===== src/shared/pief_pkg.sv =====
// constants, register map and bus carrier for the peripheral irq enable/flag block
package pief_pkg;

  // register byte offsets on the wishbone slave
  localparam logic [7:0] PIEF_OFS_EN1  = 8'h00;
  localparam logic [7:0] PIEF_OFS_EN2  = 8'h04;
  localparam logic [7:0] PIEF_OFS_REQ1 = 8'h08;
  localparam logic [7:0] PIEF_OFS_CTRL = 8'h0C;
  localparam logic [7:0] PIEF_OFS_STAT = 8'h10;
  localparam logic [7:0] PIEF_OFS_MASK = 8'h14;

  // value of every register after any reset
  localparam logic [7:0] PIEF_RST_VAL = 8'h00;

  // implemented bits of the second enable register
  localparam logic [7:0] PIEF_EN2_IMPL = 8'hF8;

  // first request register: software-writable and read-only bits
  localparam logic [7:0] PIEF_REQ1_RW = 8'hCF;
  localparam logic [7:0] PIEF_REQ1_RO = 8'h30;

  // bit positions in core_irq_control
  localparam int unsigned PIEF_GIE_BIT  = 7;
  localparam int unsigned PIEF_PERIPHERAL_GROUP_ENABLE_BIT = 6;

  // source positions in enable 1 / request 1
  localparam int unsigned PIEF_T1_GATE = 7;
  localparam int unsigned PIEF_ADC     = 6;
  localparam int unsigned PIEF_RX      = 5;
  localparam int unsigned PIEF_TX      = 4;
  localparam int unsigned PIEF_SYNC    = 3;
  localparam int unsigned PIEF_CAPCMP1 = 2;
  localparam int unsigned PIEF_T2      = 1;
  localparam int unsigned PIEF_T1_OVF  = 0;

  // source positions in enable 2
  localparam int unsigned PIEF_OSC_FAIL = 7;
  localparam int unsigned PIEF_CMP2     = 6;
  localparam int unsigned PIEF_CMP1     = 5;
  localparam int unsigned PIEF_EE_DONE  = 4;
  localparam int unsigned PIEF_BUS_COLL = 3;

  typedef struct packed {
    logic        cyc;
    logic        stb;
    logic        we;
    logic [7:0]  adr;
    logic [3:0]  sel;
    logic [31:0] dat;
  } pief_wb_req_type;

  function automatic logic pief_hit(input logic [7:0] adr, input logic [7:0] ofs);
    pief_hit = (adr[7:2] == ofs[7:2]);
  endfunction

endpackage


===== src/pief_top.sv =====
// peripheral interrupt enable, request flag and gating logic behind a wishbone slave
//
// Contract
// enable1 bit 7: timer1 gate acquisition enable
// enable1 bits 6..4: adc, rx, tx enables
// enable1 bits 3..0: sync, capcmp1, t2, t1 enables
// enable2 bits 7..3: osc, cmp2, cmp1, eeprom, collision
// enable2 bits 2..0 ignore writes, read zero
// enable bits read/write, clear on reset
// no request without peripheral group enable; irq_o from status and mask is not gated by it
// flags set regardless of any enable
// software clears flags before enabling sources
// request1 bits 7 and 0: t1 gate, overflow
// request1 bits 6,3,2,1 software read/write
// request1 bits 5,4 read-only; reset zero
// enabled irq with global enable: vector, clear enable
// enabled pending irq wakes, ignoring global enable
// request is OR of flag AND enable, gated
//
// Design decisions made here: the Wishbone interface to the registers and the address map.
`timescale 1ns/10ps
module pief_top
  import pief_pkg::*;
(
  input  wire logic            clk_i,
  input  wire logic            rst_i,
  input  wire pief_wb_req_type wb_req_i,
  output logic                 wb_ack_o,
  output logic [31:0]          wb_dat_o,
  input  wire logic [7:0]      evt_i,
  input  wire logic [7:0]      req2_flags_i,
  input  wire logic            irq_taken_i,
  input  wire logic            irq_return_i,
  output logic                 periph_irq_o,
  output logic                 vector_req_o,
  output logic                 wake_o,
  output logic                 irq_o
);

  logic [7:0] en1_q, en1_d;
  logic [7:0] en2_q, en2_d;
  logic [7:0] req1_q, req1_d;
  logic       gie_q, gie_d;
  logic       peripheral_group_enable_q, peripheral_group_enable_d;
  logic [7:0] stat_q, stat_d;
  logic [7:0] mask_q, mask_d;
  logic       ack_q, ack_d;
  logic [7:0] rdat_q, rdat_d;
  logic       pirq_q, pirq_d;
  logic       vec_q, vec_d;
  logic       wake_q, wake_d;
  logic       irq_q, irq_d;

  logic       wr;
  logic [7:0] wdat;
  logic [7:0] req1_sw;
  logic [7:0] pend;
  logic [7:0] rsel;

  // writes land on the edge where the master sees ack, so both agree on timing
  assign wr   = wb_req_i.cyc & wb_req_i.stb & wb_req_i.we & ack_q & wb_req_i.sel[0];
  assign wdat = wb_req_i.dat[7:0];

  // ---------------- enable registers
  always_comb begin
    en1_d = en1_q;
    en2_d = en2_q;
    if (wr && pief_hit(wb_req_i.adr, PIEF_OFS_EN1)) begin
      en1_d = wdat;
    end
    if (wr && pief_hit(wb_req_i.adr, PIEF_OFS_EN2)) begin
      en2_d = wdat & PIEF_EN2_IMPL;
    end
  end

  always_ff @(posedge clk_i) begin
    if (rst_i) begin
      en1_q <= PIEF_RST_VAL;
      en2_q <= PIEF_RST_VAL;
    end else begin
      en1_q <= en1_d;
      en2_q <= en2_d;
    end
  end

  // ---------------- request flags
  // a source event in the same cycle as a software clear wins
  always_comb begin
    req1_sw = req1_q;
    if (wr && pief_hit(wb_req_i.adr, PIEF_OFS_REQ1)) begin
      req1_sw = wdat;
    end
    // rx/tx flags track their source level, software cannot touch them
    req1_d = ((req1_sw | evt_i) & PIEF_REQ1_RW) | (evt_i & PIEF_REQ1_RO);
  end

  always_ff @(posedge clk_i) begin
    if (rst_i) begin
      req1_q <= PIEF_RST_VAL;
    end else begin
      req1_q <= req1_d;
    end
  end

  // ---------------- core control: global and group enables
  always_comb begin
    gie_d  = gie_q;
    peripheral_group_enable_d = peripheral_group_enable_q;
    if (wr && pief_hit(wb_req_i.adr, PIEF_OFS_CTRL)) begin
      gie_d  = wdat[PIEF_GIE_BIT];
      peripheral_group_enable_d = wdat[PIEF_PERIPHERAL_GROUP_ENABLE_BIT];
    end
    if (irq_return_i) begin
      gie_d = 1'b1;
    end
    // taking the vector blocks nesting until the return
    if (irq_taken_i) begin
      gie_d = 1'b0;
    end
  end

  always_ff @(posedge clk_i) begin
    if (rst_i) begin
      gie_q  <= 1'b0;
      peripheral_group_enable_q <= 1'b0;
    end else begin
      gie_q  <= gie_d;
      peripheral_group_enable_q <= peripheral_group_enable_d;
    end
  end

  // ---------------- request gating toward the core
  // request2 flags live outside; only their enables are held here
  always_comb begin
    pend   = (req1_q & en1_q) | (req2_flags_i & en2_q);
    pirq_d = (|pend) & peripheral_group_enable_q;
    vec_d  = pirq_d & gie_q & ~irq_taken_i;
    wake_d = pirq_d;
  end

  always_ff @(posedge clk_i) begin
    if (rst_i) begin
      pirq_q <= 1'b0;
      vec_q  <= 1'b0;
      wake_q <= 1'b0;
    end else begin
      pirq_q <= pirq_d;
      vec_q  <= vec_d;
      wake_q <= wake_d;
    end
  end

  // ---------------- sticky event status, mask and interrupt line
  always_comb begin
    stat_d = stat_q;
    mask_d = mask_q;
    if (wr && pief_hit(wb_req_i.adr, PIEF_OFS_STAT)) begin
      stat_d = stat_q & ~wdat;
    end
    if (wr && pief_hit(wb_req_i.adr, PIEF_OFS_MASK)) begin
      mask_d = wdat;
    end
    // rising flags set status after the clear so set wins
    stat_d = stat_d | (req1_d & ~req1_q);
    irq_d  = |(stat_d & mask_d);
  end

  always_ff @(posedge clk_i) begin
    if (rst_i) begin
      stat_q <= PIEF_RST_VAL;
      mask_q <= PIEF_RST_VAL;
      irq_q  <= 1'b0;
    end else begin
      stat_q <= stat_d;
      mask_q <= mask_d;
      irq_q  <= irq_d;
    end
  end

  // ---------------- wishbone answer: one wait state, unmapped reads zero
  always_comb begin
    rsel = 8'h00;
    if (pief_hit(wb_req_i.adr, PIEF_OFS_EN1)) begin
      rsel = en1_q;
    end else if (pief_hit(wb_req_i.adr, PIEF_OFS_EN2)) begin
      rsel = en2_q & PIEF_EN2_IMPL;
    end else if (pief_hit(wb_req_i.adr, PIEF_OFS_REQ1)) begin
      rsel = req1_q;
    end else if (pief_hit(wb_req_i.adr, PIEF_OFS_CTRL)) begin
      rsel = {gie_q, peripheral_group_enable_q, 6'h00};
    end else if (pief_hit(wb_req_i.adr, PIEF_OFS_STAT)) begin
      rsel = stat_q;
    end else if (pief_hit(wb_req_i.adr, PIEF_OFS_MASK)) begin
      rsel = mask_q;
    end
    ack_d  = wb_req_i.cyc & wb_req_i.stb & ~ack_q;
    rdat_d = ack_d ? rsel : 8'h00;
  end

  always_ff @(posedge clk_i) begin
    if (rst_i) begin
      ack_q  <= 1'b0;
      rdat_q <= 8'h00;
    end else begin
      ack_q  <= ack_d;
      rdat_q <= rdat_d;
    end
  end

  assign wb_ack_o     = ack_q;
  assign wb_dat_o     = {24'h000000, rdat_q};
  assign periph_irq_o = pirq_q;
  assign vector_req_o = vec_q;
  assign wake_o       = wake_q;
  assign irq_o        = irq_q;

  // ---------------- checks
  chk_en1_write: assert property (@(posedge clk_i) disable iff (rst_i)
    wr && pief_hit(wb_req_i.adr, PIEF_OFS_EN1) |=> en1_q == $past(wdat))
    else $error("enable1 did not take written value");

  chk_en2_low_zero: assert property (@(posedge clk_i) disable iff (rst_i)
    wr && pief_hit(wb_req_i.adr, PIEF_OFS_EN2)
    |=> en2_q == ($past(wdat) & 8'hF8) && wb_dat_o[2:0] == 3'h0)
    else $error("enable2 low bits or upper bits wrong after write");

  chk_reset_clear: assert property (@(posedge clk_i)
    rst_i |=> en1_q == 8'h00 && en2_q == 8'h00 && req1_q == 8'h00 && !irq_o)
    else $error("registers not cleared by reset");

  chk_group_gate: assert property (@(posedge clk_i) disable iff (rst_i)
    !peripheral_group_enable_q |=> !periph_irq_o)
    else $error("peripheral request without group enable");

  chk_flag_set: assert property (@(posedge clk_i) disable iff (rst_i)
    (evt_i & 8'hCF) != 8'h00 |=> (req1_q & $past(evt_i & 8'hCF)) == $past(evt_i & 8'hCF))
    else $error("event failed to set its flag");

  chk_ro_bits: assert property (@(posedge clk_i) disable iff (rst_i)
    wr && pief_hit(wb_req_i.adr, PIEF_OFS_REQ1) |=> req1_q[5:4] == $past(evt_i[5:4]))
    else $error("read-only flag changed by software");

  chk_gie_taken: assert property (@(posedge clk_i) disable iff (rst_i)
    irq_taken_i |=> !gie_q ##1 !vector_req_o)
    else $error("global enable not cleared on vector");

  chk_vector_needs: assert property (@(posedge clk_i) disable iff (rst_i)
    vector_req_o |-> wake_o && periph_irq_o)
    else $error("vector without wake and peripheral request");

  chk_wake_nogie: assert property (@(posedge clk_i) disable iff (rst_i)
    !gie_q && peripheral_group_enable_q && ((req1_q & en1_q) != 8'h00) |=> wake_o)
    else $error("no wake with global enable clear");

  chk_or_and: assert property (@(posedge clk_i) disable iff (rst_i)
    ##1 periph_irq_o == $past(peripheral_group_enable_q && ((req1_q & en1_q) | (req2_flags_i & en2_q)) != 8'h00))
    else $error("peripheral request not flag-and-enable reduction");

  chk_ack_pulse: assert property (@(posedge clk_i) disable iff (rst_i)
    wb_ack_o |=> !wb_ack_o)
    else $error("ack held longer than one cycle");

endmodule


===== config.mk =====
export PLATFORM = sky130hd
export DESIGN_NAME = pief_top
export DESIGN_NICKNAME = d
export VERILOG_FILES = /design/src/shared/pief_pkg.sv /design/src/pief_top.sv
export SDC_FILE = /design/constraint.sdc
export NUM_CORES = 1
export LEC_CHECK = 0
export BUFFER_PORTS_ARGS = -buffer_cell sky130_fd_sc_hd__buf_2
export CAP_MARGIN = 20
export CORE_MARGIN = 1
export CORE_UTILIZATION = 40
export CTS_BUF_LIST = sky130_fd_sc_hd__clkbuf_8
export CTS_CLUSTER_SIZE = 24
export DETAILED_ROUTE_END_ITERATION = 12
export PLACE_DENSITY = 0.75
export REMOVE_ABC_BUFFERS = 1
export SETUP_SLACK_MARGIN = 0.15
export SLEW_MARGIN = 10
export SYNTH_ARGS = -nofsm -noshare
export SYNTH_HDL_FRONTEND = slang
export SYNTH_SLANG_ARGS = --single-unit
export TNS_END_PERCENT = 20

===== constraint.sdc =====
create_clock -name clk_i -period 2.9 [get_ports clk_i]
set_input_delay 0.29 -clock clk_i [delete_from_list [all_inputs] [get_ports clk_i]]
set_output_delay 0.29 -clock clk_i [all_outputs]
set_load 0.01 [all_outputs]

==> results.toml <==
[outcome]
outcome = "complete, no violations"

[flow_run]
maxCapViolCount = 0

[logic_synthesis]
synth_area_leaders = "dfxtp_1 (41%), mux2i_1 (10%), buf_4 (7.6%)"
ys_seq_area_frac = 0.4125
yosys_warnings = 0
yosysUniqueCellTypes = 44
ys.flop_type = "dfxtp_1"
yosys.area.top_type = "dfxtp_1"
async_flop_share = 0
syn-instance-count = 273
synth_seq_cells = 51
synth_top_cell_area_share = 0.4125
syn_area_per_cell_um2 = 9.065
netlist_area_um2 = 2475
synth_edf_count = 0

[sta]
slew_headroom = 0.4790
tns_ps = 0
worst_hold_slack_ps = 136.7
fin_worst_skew_ps = 9.722
hold_viol = 0
slew_violations = 0
final.period_utilization = 0.7051
fmax_mhz = 489.0
period_needed_ps = 2045
tightest_slew_ps = 781.5
rsz0062_at_grt = "false"
setup_ws_ps = 855.1
finalSetupViolations = 0

[worst_setup_path]
path_delay_family = "simple AND/OR/NAND/NOR gates"
r2r_end = "irq_o"
reg2reg_slack_ps = 890
crit_fanout = 7
endpoint_kind = "flip-flop"
cp.buffers_inverters = 1
r2r-start = "wb_ack_o"
crit_path_top_delay_cell = "or4_4"
crit_path_start_kind = "input port"
critical_path_required_ps = 3140
reg2regPathDepth = 6
path_cells = "buf_2, or4_4, nor4_4, a21oi_1, a2bb2oi_1, a2bb2oi_1, a41oi_2"
slowest_delay_ps = 580
cp.arrival_ps = 2280
path_class = "input port to flip-flop"
cpMostUsedCell = "a2bb2oi_1"

[cells_and_area]
nets = 384
final_cells = 393
syn_to_final_growth_pct = 13.95
fin_area_um2 = 2820
fillers = 598
mostFrequentLayoutCells = "dfxtp_1 (51), nor2_1 (47), buf_2 (47)"
diodes = 0
final_layout_size_suffix_gt1_frac = 0.2296
final_common_cell = "dfxtp_1"

[global_route]
grt_overflow = 0
antenna_found_initial = 0
grt_max_degree = 44
grt_pass1_vias = 1902
grt_pass1_wl_um = 9190
grt_use_total = 0.1945

[floorplan]
die_width_um = 80.66
num_io_pins = 104
initial_core_util = 0.4155
rows = 28
dieArea_um2 = 6506
core-area_um2 = 5956
chipHeight_um = 80.66

[placement]
hpwl_um = 4215
dp_cells = 385
port_buffers = 47
gp_congestion = 0.8086
post-place-ws_ps = 520.1
dpl-instance-area_um2 = 2684

[power]
ir_drop_v = 0.0003044
power_leakage_nw = 1.232
p_per_area_nw_per_um2 = 514.3

[clocking]
hold_buffers = 0
root_buffer = "clkbuf_8"
post_cts_buffers = 0
post_cts_resized = 0
clock_sinks = 51
clk_latency_ps = 320
cts_made_buffers = 5
cts_tree = "yes"
cts_max_level = 2
cts_max_path_buffers = 2
clk_pin_slew_ps = 100

[min_path]
holdPathEnd = "vector_req_o"
whs_path_depth = 2
min_path_type = "input port to flip-flop"
min_from = "irq_taken_i"

[detailed_routing]
drc = 0
drt_iter0_markers = 167
vias = 2069
dr_wl_met2_um = 2846
met3_length_um = 452
viasPerCell = 5.265
routed_wirelength_um = 5752
avgRoutedWirePerCell_um = 14.64
postRouteAntennaNets = 0
routed.top_layer = "met4"
met1_length_um = 2319
dr.pass1.iters = 5
[worst max-delay path by stage]
stage / startpoint / slack [ps] / cells past startpoint / end
finish: wb_req_i[43] / 860 / 7 / irq_o
global route: wb_ack_o / 710 / 6 / irq_o
CTS: wb_req_i[43] / 830 / 7 / irq_o
detailed placement: wb_req_i[43] / 520 / 7 / irq_o
global placement: wb_req_i[43] / 520 / 7 / irq_o
floorplan: wb_req_i[43] / 970 / 6 / irq_o
[synth_stat cells, drive strengths merged, types with 4 or more instances]
| cell type | count |
|---|---|
| dfxtp | 51 |
| a21oi | 22 |
| clkbuf | 9 |
| inv | 7 |
| nor2 | 47 |
| o22ai | 5 |
| a22oi | 8 |
| nand3 | 4 |
| nand2 | 15 |
| buf | 27 |
| nor2b | 5 |
| mux2i | 25 |
| nor4 | 4 |
| a2bb2oi | 4 |
[flip-flops by register name, summed over array words and instances, names as in the netlist]
register	cells
mask_q	8
en1_q	8
stat_q	8
rdat_q	8
en2_q	5
req1_q	8
irq_o	1
wb_ack_o	1
wake_o	1
gie_q	1
vector_req_o	1
peripheral_group_enable_q	1
[worst reg2reg max path: cells and delay by family, from the launching register on]
| family | cells | cell delay [ps] |
|---|---|---|
| AND/OR/NAND/NOR | 2 | 830 |
| flip-flops | 1 | 370 |
| AO/OA/AOI/OAI | 4 | 740 |
[where the power goes]
group	switching (mW)	internal [mW]	total [mW]
registers	0.0147	0.718	0.733
clock network	0.244	0.344	0.588
logic	0.0797	0.0499	0.130
total	0.338	1.11	1.45
[metal layers]
metal	GRT usage	up-vias
met5	0	-
met4	0.09286	0
met3	0.05114	11
met2	0.3212	86
met1	0.2325	972
li1	-	1000
[layout make-up]
type / instances / area, µm² / share of cell area
Inverter: 7 / 26.28 / 0.009317
Timing Repair Buffer: 50 / 257.7 / 0.09139
Clock buffer: 5 / 68.82 / 0.02440
Clock inverter: 3 / 67.56 / 0.02396
Multi-Input combinational cell: 202 / 1285 / 0.4556
Sequential cell: 51 / 1021 / 0.3620
Tap cell: 75 / 93.84 / 0.03327
[per-stage QoR]
stage / utilization / power, mW
after floorplan: - / 0.8108
after global placement: 0.4506 / 0.8744
after detailed placement: 0.4506 / 0.8780
after CTS: 0.4735 / 1.459
after global routing: 0.4735 / 1.508
final: 0.4735 / 1.450
[kinds of logic after synthesis]
group                  count (synthesis)  synth area share
AO/OA/AOI/OAI                         53            0.1431
AND/OR/NAND/NOR                       94            0.1977
buffers and inverters                 43            0.1031
multiplexers                          31            0.1421
flip-flops                            51            0.4125
other                                  1          0.001515
(Power assumes the default switching activity.)
